==> src/verilog/isr_params.svh <==
// register offsets, field positions, command codes and reset values of the status block
`ifndef ISR_PARAMS_SVH
`define ISR_PARAMS_SVH

`define OFS_RECEIVE_QUEUE 8'h03
`define OFS_COMMAND_REG 8'h02
`define OFS_MASK_REG 8'h24
`define OFS_STATUS_REG 8'h25
`define OFS_INPUT_PORT 8'h26
`define OFS_FLOW_STATUS 8'h27
`define OFS_ADDR_MATCH 8'h28
`define OFS_RX_LEVEL 8'h29
`define OFS_GLOBAL_CONFIG 8'h30
`define OFS_GLOBAL_RX_QUEUE 8'h40

`define BIT_PORT_CHANGE 7
`define BIT_WATCHDOG 6
`define BIT_ADDR_MATCH 5
`define BIT_FLOW_CHAR 4
`define BIT_COUNTER 3
`define BIT_BREAK 2
`define BIT_RX_LEVEL 1
`define BIT_TX_ARB 0
`define CFG_READ_MASK 0

`define CMD_RST_ADDR_MATCH 5'h1B
`define CMD_RST_BREAK 5'h05
`define CMD_STOP_COUNTER 5'h0F

`define RST_MASK 8'h00
`define RST_CONFIG 8'h00
`define RST_ADDR_CHAR 8'h00
`define RST_RX_LEVEL 8'h01
`define WDG_BIT_TIMES 64

`endif

==> src/verilog/isr_pkg.sv <==
// shared types of the interrupt status block
package isr_pkg;
   typedef logic [7:0] reg8_t;
   typedef logic [4:0] cmd_t;
endpackage

==> src/verilog/wdg_if.sv <==
// link between the status block and its receive watchdog
`timescale 1ns/1ps
interface wdg_if;
   logic tick;
   logic kick;
   logic timeout;
   modport ctrl (output tick, output kick, input timeout);
   modport wdg (input tick, input kick, output timeout);
endinterface

==> src/verilog/pin_sync.sv <==
// two-stage synchroniser for pin inputs
`timescale 1ns/1ps
module pin_sync #(
   parameter int WIDTH = 2
) (
   input wire logic clk,
   input wire logic sys_rst,
   input wire logic [WIDTH-1:0] async_in,
   output logic [WIDTH-1:0] sync_out
);
   logic [WIDTH-1:0] meta_r;

   // first stage feeds only the second stage
   always_ff @(posedge clk) begin
      if (sys_rst) begin
         meta_r <= '0;
         sync_out <= '0;
      end else begin
         meta_r <= async_in;
         sync_out <= meta_r;
      end
   end
endmodule

==> src/verilog/rx_watchdog.sv <==
// receive watchdog: one pulse after more than LIMIT bit times with no queue event
`timescale 1ns/1ps
`include "isr_params.svh"
module rx_watchdog #(
   parameter int LIMIT = `WDG_BIT_TIMES
) (
   input wire logic clk,
   input wire logic sys_rst,
   wdg_if.wdg link
);
   localparam int CW = $clog2(LIMIT + 2);
   logic [CW-1:0] cnt_r;
   logic fired_r;

   // count bit times; a kick restarts, one time-out per quiet spell
   always_ff @(posedge clk) begin
      if (sys_rst) begin
         cnt_r <= '0;
         fired_r <= 1'b0;
      end else if (link.kick) begin
         cnt_r <= '0;
         fired_r <= 1'b0;
      end else if (link.tick && !fired_r) begin
         cnt_r <= cnt_r + CW'(1);
         if (cnt_r == CW'(LIMIT)) begin
            fired_r <= 1'b1;
         end
      end
   end

   // pulse on the tick that makes the count exceed the limit
   assign link.timeout = link.tick && !link.kick && !fired_r && (cnt_r == CW'(LIMIT));
endmodule

==> src/verilog/uart_interrupt_status_sources.sv <==
// interrupt status collection, masking and request for one serial channel
`timescale 1ns/1ps
`include "isr_params.svh"

module uart_interrupt_status_sources #(
   parameter int FILL_W = 9,
   parameter int WDG_LIMIT = `WDG_BIT_TIMES
) (
   input wire logic clk,
   input wire logic sys_rst,
   input wire logic [7:0] reg_addr,
   input wire isr_pkg::reg8_t reg_wdata,
   input wire logic reg_wr,
   input wire logic reg_rd,
   output isr_pkg::reg8_t reg_rdata,
   input wire logic [1:0] io_pin_in,
   input wire isr_pkg::reg8_t rx_queue_data,
   input wire logic rx_char_load,
   input wire logic rx_bit_tick,
   input wire logic [FILL_W-1:0] rx_fill_level,
   input wire logic rx_addr_valid,
   input wire isr_pkg::reg8_t rx_addr_char,
   input wire logic flow_char_rcvd,
   input wire logic counter_expired,
   input wire logic break_change,
   input wire logic tx_arb_active,
   output logic rx_queue_pop,
   output logic counter_stop,
   output logic interrupt_request_n,
   output logic tx_dma_handshake
);
   import isr_pkg::*;

   reg8_t isr_r;
   reg8_t interrupt_mask_reg_r;
   reg8_t global_chip_config_r;
   reg8_t address_match_char_r;
   reg8_t rx_level_r;
   reg8_t set_vec;
   reg8_t clr_vec;
   logic [1:0] io_sync;
   logic [1:0] io_prev_r;
   logic port_change;
   logic rd_status;
   logic rd_ipr;
   logic rd_flow;
   logic rd_queue;
   logic wr_cmd;
   cmd_t cmd;
   logic addr_hit;
   logic rx_level_hit;
   logic [FILL_W-1:0] threshold;
   wdg_if wlink ();

   // pins cross into the clock domain before anyone looks at them
   pin_sync #(.WIDTH(2)) u_pin_sync (
      .clk(clk),
      .sys_rst(sys_rst),
      .async_in(io_pin_in),
      .sync_out(io_sync)
   );

   rx_watchdog #(.LIMIT(WDG_LIMIT)) u_rx_watchdog (
      .clk(clk),
      .sys_rst(sys_rst),
      .link(wlink.wdg)
   );

   // access decode
   assign rd_status = reg_rd && (reg_addr == `OFS_STATUS_REG);
   assign rd_ipr = reg_rd && (reg_addr == `OFS_INPUT_PORT);
   assign rd_flow = reg_rd && (reg_addr == `OFS_FLOW_STATUS);
   assign rd_queue = reg_rd && ((reg_addr == `OFS_RECEIVE_QUEUE) ||
                                (reg_addr == `OFS_GLOBAL_RX_QUEUE));
   assign wr_cmd = reg_wr && (reg_addr == `OFS_COMMAND_REG);
   assign cmd = reg_wdata[4:0];

   // watchdog restarts on any queue event
   assign wlink.tick = rx_bit_tick;
   assign wlink.kick = rd_queue || rx_char_load;

   // edge detect on the second synchroniser stage only
   always_ff @(posedge clk) begin
      if (sys_rst) begin
         io_prev_r <= 2'h0;
      end else begin
         io_prev_r <= io_sync;
      end
   end
   assign port_change = |(io_sync ^ io_prev_r);

   assign addr_hit = rx_addr_valid && (rx_addr_char == address_match_char_r);

   // event sources of the sticky bits
   always_comb begin
      set_vec = 8'h00;
      set_vec[`BIT_PORT_CHANGE] = port_change;
      set_vec[`BIT_WATCHDOG] = wlink.timeout;
      set_vec[`BIT_ADDR_MATCH] = addr_hit;
      set_vec[`BIT_FLOW_CHAR] = flow_char_rcvd;
      set_vec[`BIT_COUNTER] = counter_expired;
      set_vec[`BIT_BREAK] = break_change;
   end

   // clearing actions; the counter bit waits for its stop command only
   always_comb begin
      clr_vec = 8'h00;
      clr_vec[`BIT_PORT_CHANGE] = rd_ipr;
      clr_vec[`BIT_WATCHDOG] = rd_queue;
      clr_vec[`BIT_ADDR_MATCH] = wr_cmd && (cmd == `CMD_RST_ADDR_MATCH);
      clr_vec[`BIT_FLOW_CHAR] = rd_flow;
      clr_vec[`BIT_COUNTER] = wr_cmd && (cmd == `CMD_STOP_COUNTER);
      clr_vec[`BIT_BREAK] = wr_cmd && (cmd == `CMD_RST_BREAK);
   end

   // sticky bits; set first so an event in a clear cycle survives
   genvar gi;
   generate
      for (gi = `BIT_BREAK; gi <= `BIT_PORT_CHANGE; gi++) begin : g_sticky
         always_ff @(posedge clk) begin
            if (sys_rst) begin
               isr_r[gi] <= 1'b0;
            end else if (set_vec[gi]) begin
               isr_r[gi] <= 1'b1;
            end else if (clr_vec[gi]) begin
               isr_r[gi] <= 1'b0;
            end
         end
      end
   endgenerate

   // a zero threshold still needs one character, so empty never requests
   assign threshold = {{(FILL_W-8){1'b0}}, rx_level_r};
   assign rx_level_hit = (rx_fill_level >= threshold) && (rx_fill_level != '0);

   // live level bits follow their sources one cycle behind
   always_ff @(posedge clk) begin
      if (sys_rst) begin
         isr_r[`BIT_RX_LEVEL] <= 1'b0;
         isr_r[`BIT_TX_ARB] <= 1'b0;
      end else begin
         isr_r[`BIT_RX_LEVEL] <= rx_level_hit;
         isr_r[`BIT_TX_ARB] <= tx_arb_active;
      end
   end

   // writable control registers
   always_ff @(posedge clk) begin
      if (sys_rst) begin
         interrupt_mask_reg_r <= `RST_MASK;
         global_chip_config_r <= `RST_CONFIG;
         address_match_char_r <= `RST_ADDR_CHAR;
         rx_level_r <= `RST_RX_LEVEL;
      end else if (reg_wr) begin
         case (reg_addr)
            `OFS_MASK_REG: interrupt_mask_reg_r <= reg_wdata;
            `OFS_GLOBAL_CONFIG: global_chip_config_r <= reg_wdata;
            `OFS_ADDR_MATCH: address_match_char_r <= reg_wdata;
            `OFS_RX_LEVEL: rx_level_r <= reg_wdata;
            default: ;
         endcase
      end
   end

   // read data live for exactly the cycle after the strobe
   always_ff @(posedge clk) begin
      if (sys_rst) begin
         reg_rdata <= 8'h00;
      end else if (reg_rd) begin
         case (reg_addr)
            `OFS_STATUS_REG: begin
               if (global_chip_config_r[`CFG_READ_MASK]) begin
                  reg_rdata <= isr_r & interrupt_mask_reg_r;
               end else begin
                  reg_rdata <= isr_r;
               end
            end
            `OFS_MASK_REG: reg_rdata <= interrupt_mask_reg_r;
            `OFS_GLOBAL_CONFIG: reg_rdata <= global_chip_config_r;
            `OFS_ADDR_MATCH: reg_rdata <= address_match_char_r;
            `OFS_RX_LEVEL: reg_rdata <= rx_level_r;
            `OFS_INPUT_PORT: reg_rdata <= {6'h00, io_sync};
            `OFS_FLOW_STATUS: reg_rdata <= {7'h00, isr_r[`BIT_FLOW_CHAR]};
            `OFS_RECEIVE_QUEUE: reg_rdata <= rx_queue_data;
            `OFS_GLOBAL_RX_QUEUE: reg_rdata <= rx_queue_data;
            default: reg_rdata <= 8'h00;
         endcase
      end else begin
         reg_rdata <= 8'h00;
      end
   end

   // request is registered, so it trails the status by one cycle
   always_ff @(posedge clk) begin
      if (sys_rst) begin
         interrupt_request_n <= 1'b1;
      end else begin
         interrupt_request_n <= ~|(isr_r & interrupt_mask_reg_r);
      end
   end

   // side outputs toward the queue, counter and handshake pin
   always_ff @(posedge clk) begin
      if (sys_rst) begin
         rx_queue_pop <= 1'b0;
         counter_stop <= 1'b0;
         tx_dma_handshake <= 1'b0;
      end else begin
         rx_queue_pop <= rd_queue;
         counter_stop <= clr_vec[`BIT_COUNTER];
         tx_dma_handshake <= isr_r[`BIT_TX_ARB];
      end
   end
endmodule

==> config.mk <==
export PLATFORM = sky130hd
export DESIGN_NAME = uart_interrupt_status_sources
export DESIGN_NICKNAME = d
export VERILOG_FILES = /design/src/verilog/isr_pkg.sv /design/src/verilog/wdg_if.sv /design/src/verilog/pin_sync.sv /design/src/verilog/rx_watchdog.sv /design/src/verilog/uart_interrupt_status_sources.sv
export VERILOG_INCLUDE_DIRS = /design/src /design/src/verilog
export SDC_FILE = /design/constraint.sdc
export NUM_CORES = 1
export LEC_CHECK = 0
export BUFFER_PORTS_ARGS = -buffer_cell sky130_fd_sc_hd__buf_2
export CORE_MARGIN = 3
export CORE_UTILIZATION = 40
export DETAILED_ROUTE_END_ITERATION = 7
export SKIP_CTS_REPAIR_TIMING = 1
export SYNTH_ARGS = -nofsm -noshare
export SYNTH_HDL_FRONTEND = slang
export SYNTH_HIERARCHICAL = 1
export SYNTH_SLANG_ARGS = --single-unit
==> constraint.sdc <==
create_clock -name clk -period 3.6 [get_ports clk]
set_clock_uncertainty 0.2 [all_clocks]
set_input_delay 0.72 -clock clk [delete_from_list [all_inputs] [get_ports clk]]
set_output_delay 0.72 -clock clk [all_outputs]
set_load 0.02 [all_outputs]
**Word level (Yosys, flattened, before mapping)**

Index checks and enable logic that the tools add are counted.

- Flip-flop bits (word level): 66
- Word-level logic and storage cells: 90
- Bits in writable memories: 0
- Output and inout port bits: 12
- Bits in latches: 0
- ROM bits: 0
- Memories kept: 0
- Bits of input ports: 54

- Add/sub/neg operators: 1
- Mux-type cells: 14
- Shifts and indexed selects: 0
- Bitwise logic cells: 3
- Div/mod/pow operators: 0
- Reductions and logical operators: 35
- $lt $le $gt $ge: 1
- $mul: 0
- Equal/unequal tests: 15

Operators by type and width:

| kind | count |
|---|---|
| 8-bit one-hot mux with 8 select lines | 1 |
| 8-bit by 6-bit == test with 1-bit output, second input constant | 7 |
| 8-bit by 2-bit == test with 1-bit output, second input constant | 2 |
| 1-bit logical AND | 13 |
| 1-bit 2-to-1 mux | 12 |
| 2-bit nonzero test | 6 |
| 2-bit AND reduction | 5 |
| 9-bit by 8-bit >= comparator with 1-bit output | 1 |
| 9-bit nonzero test | 1 |
| 8-bit AND | 1 |
| 8-bit by 7-bit == test with 1-bit output, second input constant | 1 |
| 8-bit == test | 1 |
| 8-bit 2-to-1 mux | 1 |
| 2-bit OR reduction | 4 |
| 8-bit OR reduction | 1 |
| 7-bit by 1-bit adder with 7-bit output, second input constant | 1 |
| 7-bit == test, second input constant | 1 |
| 5-bit by 3-bit == test with 1-bit output, second input constant | 1 |
| 5-bit by 4-bit == test with 1-bit output, second input constant | 1 |
| 5-bit == test, second input constant | 1 |
| 1-bit zero test | 3 |
| 1-bit logical OR | 2 |
| 2-bit XOR | 1 |
| 1-bit NOT | 1 |

**Depth between registers and ports, before layout**

Gate-level depths: netlist (run 1).

- Depth after elaboration: 9
- Depth in mapped cells: 8
- Mapped depth without buffers: 6

**Modules after synthesis**

The synthesis (run 1) kept the hierarchy.

By module, submodules not included:

| module | cells an instance | area each (um2) | times used |
|---|---|---|---|
| uart_interrupt_status_sources | 298 | 2836.5 | 1 |
| rx_watchdog | 45 | 392.9 | 1 |
| pin_sync | 8 | 105.1 | 1 |

**Worst setup path after synthesis (run 1)**

OpenSTA, ideal clock, no wires.

- Kind: in2reg
- From: in reg_addr[0]
- To: reg u_rx_watchdog.cnt_r[4]
- Arrival time: 2145 ps
- Required time: 3330 ps
- Buffers on the path: 3
- Slack: 1185 ps
- Cell stages on the path: 8
- Cell sequence: buf_2 -> and3b_1 -> o211a_1 -> buf_2 -> a21o_1 -> or2_2 -> clkbuf_1 -> a21oi_1

- Word-level cells in the longest chain between the ends: 5
- Elaborated cells on any way between the ends: 6
- Classes of those cells: 2 x eq/ne; 4 x reduce/logical

Ends and longest elaborated chain:

| what | RTL line | source |
|---|---|---|
| start, declared | uart_interrupt_status_sources.sv:11 | `input wire logic [7:0] reg_addr,` |
| 8-bit by 2-bit == test with 1-bit output or 8-bit by 7-bit == test with 1-bit output (tied branches) | -- |  |
| 1-bit logical OR (*) | uart_interrupt_status_sources.sv:73 | `` assign rd_queue = reg_rd && ((reg_addr == `OFS_RECEIVE_QUEUE) \|\| `` |
| 1-bit logical AND (*) | uart_interrupt_status_sources.sv:73 |  |
| 1-bit logical OR (*) | uart_interrupt_status_sources.sv:80 | `assign wlink.kick = rd_queue \|\| rx_char_load;` |
| via wlink.kick | wdg_if.sv:5 | `logic kick;` |
| 2-bit OR reduction (no source line) (*) | -- |  |
| end signal, assigned | rx_watchdog.sv:24 | `cnt_r <= cnt_r + CW'(1);` |
| end, declared | rx_watchdog.sv:12 | `logic [CW-1:0] cnt_r;` |

The timed path passes the listed nets; every way through them passes the cells marked *.
A chain may end at the register's enable or synchronous reset.

**Final worst setup path (run 1)**

- From: in reg_addr[3]
- To: reg u_rx_watchdog.cnt_r[5]

The elaborated chain is that of the path after synthesis.

==> flow_summary.toml, run 1 <==
[status]
outcome = "finished clean"

[logic_synthesis]
synth-seq-area-share_pct = 39.6
synth_fp_nets = 415
synthFlopType = "dfxtp_1"
async_reset_ff_share_pct = 0
post_synth.cell_area_avg_um2 = 9.50
synth.yosys.warnings = 6
synth_cells = 351
syn_area_um2 = 3330
ys_types = 61
ys_ff_latch = 66
synth_edf_count = 0

[clock_tree]
clock_path_buffers = 2
cts_tree = "yes"
clk_root_buffer_cell = "clkbuf_8"
clkTransAtPathRegs_ns = 0.07
clk_latency_ns = 0.35
clkSinkCount = 66
htree_num_levels = 3
cts_made_buffers = 9

[critical_path]
endpoint_kind = "flop"
r2r_start = "rx_level_r[1]$_SDFFE_PP0P_"
cp_slowest_stage_delay_ns = 0.52
r2r_end = "isr_r[1]$_SDFF_PP0_"
critical_path_class = "primary input to flop"
r2r_slack_ns = 1.79
arrival_ns = 2.33
crit_fanout = 10
cp.required_ns = 3.63
worst_setup_path_start_kind = "primary input"
worst_path_max_delay_cell = "nor4_1"
reg2reg_depth = 6
path_cells = "buf_2, nor4_1, o211a_1, a21o_1, or2_2, a21oi_1"

[timing]
period_share_pct = 63.7
worst_pin_slew_ns = 0.753
hold_viol_final = 0
setup_viol = 0
layout_min_cycle_time_ns = 2.29
rsz0062_at_grt = "false"
drv_slew = 0
fin_setup_tns_ns = 0
worst_slack_ns = 1.31
timing.fmax_ghz = 0.436
slew_headroom_pct = 49.6

[die]
dieArea_um2 = 9470
initial_core_util_pct = 42.1
fp.dieW_um = 97.3
core_area_um2 = 7930
ioPinCount = 66
die_y_um = 97.3
fp-row-count = 32

[worst_hold_path]
hold_path_depth = 1
hold_path_class = "flop to flop"
holdCritStartpoint = "u_pin_sync/meta_r[1]$_SDFF_PP0_"
worstHoldEndpoint = "u_pin_sync/sync_out[1]$_SDFF_PP0_"

[routing]
dr.first_iter.drc_count = 143
ant_nets = 0
viasPerCell = 5.45
wl_per_cell_um = 16.3
route.detailed.drc = 0
route.vias.total = 2847
routed_wl_um = 8500
routed-wl-met3_um = 456
wl_met2_um = 3860
drtPass1Iterations = 4
wl_met1_um = 4000
routed.top_layer = "met4"

[layout]
drive_above_1_share_pct = 24.5
area_growth_pct = 19.1
seq_area_um2 = 1320
antenna_cells = 0
fillers = 801
multi_input_area_um2 = 1870
num-nets-final = 479

[place]
globalplace.congestion = 0.851
port_buffers = 65
dp_hpwl_um = 6460
dp_slack_ns = 0.943

[pwr]
total_leakage_power_nw = 1.83
p_per_area_nw_per_um2 = 408
ir_drop_uv = 192

[global_routing]
grt_pass1_wl_um = 13900
grt_max_degree = 27
track_usage_pct = 18.3
grt_pass1_vias = 2693
antenna_found_initial = 0
overflow = 0

[run]
maxCapViolCount = 0
==> flip-flops by register name (all words and copies together) (netlist names) <==
register / count
u_pin_sync/meta_r: 2
tx_dma_handshake: 1
address_match_char_r: 8
io_prev_r: 2
u_rx_watchdog/fired_r: 1
interrupt_request_n: 1
rx_level_r: 8
rx_queue_pop: 1
u_rx_watchdog/cnt_r: 7
reg_rdata: 8
u_pin_sync/sync_out: 2
global_chip_config_r: 8
interrupt_mask_reg_r: 8
counter_stop: 1
isr_r: 8
==> critical path: cells and delay by family <==
| kind | cells | cell delay, ns |
|---|---|---|
| buffers and inverters | 1 | 0.14 |
| and+or+nand+nor | 2 | 0.73 |
| AOI/OAI and AO/OA | 3 | 0.73 |
==> metal layers <==
layer / track usage, % / vias up
met3: 4.88 / 16
li1: - / 1413
met1: 24.4 / 1351
met4: 7.03 / 0
met5: 0 / -
met2: 28.5 / 67
==> cell usage after synthesis, drive strengths merged (8+ instances only) <==
master | count | share of area [%]
a21oi | 11 | 1.7
mux2i | 34 | 10
dfxtp | 66 | 40
nand2 | 14 | 1.7
ha | 10 | 3.8
inv | 20 | 2.3
nor2 | 40 | 4.5
nor2b | 15 | 2.8
nand4 | 8 | 1.9
xor2 | 8 | 2.1
a32oi | 8 | 2.1
==> cells in the final DEF, fill, tap and decap left out, drive strengths merged, types with 2 or more instances in the layout <==
cell / synthesis / final
buf: 7 / 67
dfxtp: 66 / 66
nor2: 40 / 40
mux2i: 34 / 34
inv: 20 / 20
nor2b: 15 / 15
nand2: 14 / 14
a21oi: 11 / 11
clkbuf: 7 / 11
ha: 10 / 10
xor2: 8 / 8
a32oi: 8 / 8
nand4: 8 / 8
a21boi: 7 / 7
o22ai: 6 / 6
mux2: 6 / 6
o32a: 6 / 6
nand3: 6 / 6
a22oi: 5 / 5
or3: 5 / 5
a31oi: 5 / 5
nor4: 4 / 4
o31ai: 4 / 4
xnor2: 4 / 4
nor3b: 4 / 4
and3b: 3 / 3
o41ai: 3 / 3
and3: 3 / 3
bufinv: 0 / 3
o21ai: 3 / 3
and2: 3 / 3
nor4b: 3 / 3
o211ai: 3 / 3
a21o: 2 / 2
and2b: 2 / 2
nor3: 2 / 2
o31a: 2 / 2
nand4b: 2 / 2
==> cell families after synthesis <==
group / synth area share, %
simple gates: 20.2
compound gates: 16.8
fa+ha+maj: 3.75
flops: 39.6
buf+inv: 4.24
mux: 12.2
xor+xnor: 3.15
==> worst max path at each step <==
stage | from | endpoint | slack, ns | cells after the start
finish | reg_addr[3] | u_rx_watchdog/cnt_r[5]$_SDFFE_PP0P_ | 1.31 | 6
global route | reg_addr[3] | isr_r[2]$_SDFFE_PP0P_ | 1.08 | 5
CTS | reg_addr[3] | u_rx_watchdog/cnt_r[1]$_SDFFE_PP0P_ | 1.31 | 6
detailed placement | reg_addr[3] | u_rx_watchdog/cnt_r[1]$_SDFFE_PP0P_ | 0.94 | 6
global placement | reg_addr[3] | u_rx_watchdog/cnt_r[1]$_SDFFE_PP0P_ | 0.98 | 6
floorplan | reg_addr[0] | u_rx_watchdog/cnt_r[4]$_SDFFE_PP0P_ | 1.18 | 8
==> cell type report <==
type                    count  area share, %
clock buffers              11           3.31
clock inverters             5           2.58
inverters                  20           1.89
multi-input cells         251           47.1
flip-flops and latches     66           33.3
well taps                 102           3.21
repair buffers             67           8.57
==> per-stage QoR <==
step | utilization, % | cell area [µm²] | power, mW | hold slack, ns | cells
floorplan | - | 3330 | 0.832 | 0.214 | 351
global placement | 47.1 | 3740 | 0.893 | 0.225 | 506
detailed placement | 47.1 | 3740 | 0.894 | 0.227 | 506
CTS | 50.1 | 3970 | 1.63 | 0.245 | 522
global route | 50.1 | 3970 | 1.68 | 0.269 | 522
finish | 50.1 | 3970 | 1.62 | 0.242 | 522
==> where the power goes <==
part / switching (mW) / internal [mW] / total (mW)
clock network: 0.281 / 0.459 / 0.740
registers: 0.00828 / 0.739 / 0.748
logic: 0.0769 / 0.0538 / 0.131
total: 0.366 / 1.25 / 1.62
Power figures use the tool's default switching activity.
==> run 2, diff against run 1 <==
--- a/config.mk
+++ b/config.mk
@@ -6,6 +6,7 @@
 export SDC_FILE = /design/constraint.sdc
 export NUM_CORES = 1
 export LEC_CHECK = 0
+export ABC_AREA = 1
 export BUFFER_PORTS_ARGS = -buffer_cell sky130_fd_sc_hd__buf_2
 export CORE_MARGIN = 3
 export CORE_UTILIZATION = 40
==> constraint.sdc (replaced) <==
create_clock -name clk -period 1.93 [get_ports clk]
set_clock_uncertainty 0.2 [all_clocks]
set_input_delay 0.386 -clock clk [delete_from_list [all_inputs] [get_ports clk]]
set_output_delay 0.386 -clock clk [all_outputs]
set_load 0.02 [all_outputs]
==> run 2 against run 1 <==
Wire length up 10%; final cell count up 29%; count of clock-buffer cells in the layout down 2; flip-flop and latch count unchanged; register-to-register slack worse by 1.4 ns; largest power group is now clock; synthesized cell count up 39%; via count up 17%.
==> flow_summary.toml, run 2 <==
[status]
outcome = "finished clean"

[timing]
layout_min_cycle_time_ns = 1.55
rsz0062_at_grt = "false"
drv_slew = 0
hold_slack_ns = 0.0304
setup_viol = 0
slew_headroom_pct = 76.6
hold_viol_final = 0
worst_slack_ns = 0.380
period_share_pct = 80.3
worst_pin_slew_ns = 0.348
timing.fmax_ghz = 0.645
fin_setup_tns_ns = 0

[layout]
mostFrequentLayoutCell = "nand2_1"
layout_common_cells = "79 x nand2_1, 68 x nor2_1, 66 x dfxtp_1"
num-nets-final = 626
area_growth_pct = 20.2
drive_above_1_share_pct = 23.3
antenna_cells = 0

[clock_tree]
htree_num_levels = 3
clkSinkCount = 66
clock_path_buffers = 2
cts_tree = "yes"
clkTransAtPathRegs_ns = 0.09
clk_latency_ns = 0.35
cts_made_buffers = 9
clk_root_buffer_cell = "clkbuf_8"

[routing]
route.detailed.drc = 0
wl_per_cell_um = 13.9
ant_nets = 0
route.vias.total = 3334
dr.first_iter.drc_count = 227
viasPerCell = 4.96
drtPass1Iterations = 4
routed_wl_um = 9350

[global_routing]
grt_pass1_vias = 3227
grt_pass1_wl_um = 15500
grt_max_degree = 17
track_usage_pct = 19.8
overflow = 0
antenna_found_initial = 0

[place]
dp_slack_ns = 0.0620
dp_hpwl_um = 7520
port_buffers = 65
globalplace.congestion = 0.851

[logic_synthesis]
yosys.cell_count.top_type = "nand2_1"
synthFlopType = "dfxtp_1"
syn_area_um2 = 3520
synth_edf_count = 0
yosys.area.top_type_share_pct = 37.6
ys_ff_latch = 66
async_reset_ff_share_pct = 0
synth_common_cells = "79 x nand2_1, 68 x nor2_1, 66 x dfxtp_1"
synth-seq-area-share_pct = 37.6
synth_largest_area_cell = "dfxtp_1"
post_synth.cell_area_avg_um2 = 7.20
synth.area.top_cells = "dfxtp_1 38%, nand2_1 8.4%, a21oi_1 7.3%"
ys_types = 36
synth.yosys.warnings = 6
synth_fp_nets = 552
synth_cells = 488

[die]
initial_core_util_pct = 41.9
core_area_um2 = 8380
ioPinCount = 66
die_y_um = 99.8
dieArea_um2 = 9950
fp-row-count = 33
fp.dieW_um = 99.8

[critical_path]
critical_path_class = "flop to flop"
cp.required_ns = 2.02
crit_fanout = 3
reg2reg_depth = 8
worst_setup_path_start_kind = "flop"
endpoint_kind = "flop"
arrival_ns = 1.64

[pwr]
ir_drop_uv = 335
p_per_area_nw_per_um2 = 742
total_leakage_power_nw = 1.81

[worst_hold_path]
hold_path_depth = 3
hold_path_class = "primary input to flop"

[run]
maxCapViolCount = 0
[run 2: changes by cell type in the layout (fill, tap and decap cells not counted), sizes merged, moves of 37 or more]
cell / previous run / this run
nand2: 14 / 89
nand3: 6 / 43
o21ai: 3 / 42
nor2: 40 / 77
a21oi: 11 / 52
inv: 20 / 68
[run 2: metal layers]
| metal | vias up | share of wire [%] | wire [µm] | GRT usage (%) |
|---|---|---|---|---|
| li1 | 1748 | - | - | - |
| met1 | 1483 | 46 | 4270 | 26.0 |
| met2 | 88 | 46 | 4310 | 32.4 |
| met3 | 15 | 6.5 | 607 | 3.93 |
| met4 | 0 | 1.8 | 168 | 7.14 |
| met5 | - | 0 | 0 | 0 |
[run 2: final timing paths]
path	slack, ns	startpoint	end
worst max register to register	0.38	rx_level_r[6]$_SDFFE_PP0P_	isr_r[1]$_SDFF_PP0_
worst min-delay path	0.03	io_pin_in[0]	u_pin_sync/meta_r[0]$_SDFF_PP0_
worst max-delay path	0.38	rx_level_r[6]$_SDFFE_PP0P_	isr_r[1]$_SDFF_PP0_
worst min register to register	0.21	u_pin_sync/meta_r[0]$_SDFF_PP0_	u_pin_sync/sync_out[0]$_SDFF_PP0_
[run 2: power breakdown]
group          internal (mW)  leakage [nW]  switching [mW]
Sequential              1.38         0.535          0.0145
Clock                  0.872         0.124           0.600
Combinational          0.103          1.15           0.168
[run 2: layout make-up]
| type | count | area (µm²) |
|---|---|---|
| Timing Repair Buffer | 74 | 405 |
| Fill cell | 823 | 4160 |
| Clock inverter | 7 | 125 |
| Inverter | 66 | 248 |
| Sequential cell | 66 | 1320 |
| Multi-Input combinational cell | 345 | 1870 |
| Clock buffer | 9 | 124 |
| Tap cell | 105 | 131 |
[run 2: per-stage QoR]
stage	cells	power, mW	cell area (µm²)	util, %
finish	672	3.14	4230	50.4
global route	672	3.25	4230	50.4
CTS	672	3.16	4230	50.4
detailed placement	656	1.70	3980	47.5
global placement	656	1.69	3980	47.5
floorplan	488	1.57	3520	-
[run 2: logic make-up (layout without fill, tap and decap cells)]
| kind of cell | Yosys count | after routing | share of synthesized area [%] |
|---|---|---|---|
| adder cells (fa/ha/maj) | 10 | 10 | 3.56 |
| XOR/XNOR | 5 | 5 | 1.25 |
| flip-flops | 66 | 66 | 37.6 |
| AND/OR/NAND/NOR | 227 | 227 | 32.2 |
| AO/OA/AOI/OAI | 103 | 103 | 16.3 |
| buffers and inverters | 77 | 156 | 9.18 |
[run 2: worst max-delay path, cell delays in order, from the launching register on]
cell	delay, ns
dfxtp_1	0.32
inv_1	0.07
ha_1	0.32
nand2_1	0.06
nor2_1	0.14
nand3b_1	0.10
nand4_1	0.10
nand2_1	0.08
nor2_1	0.11
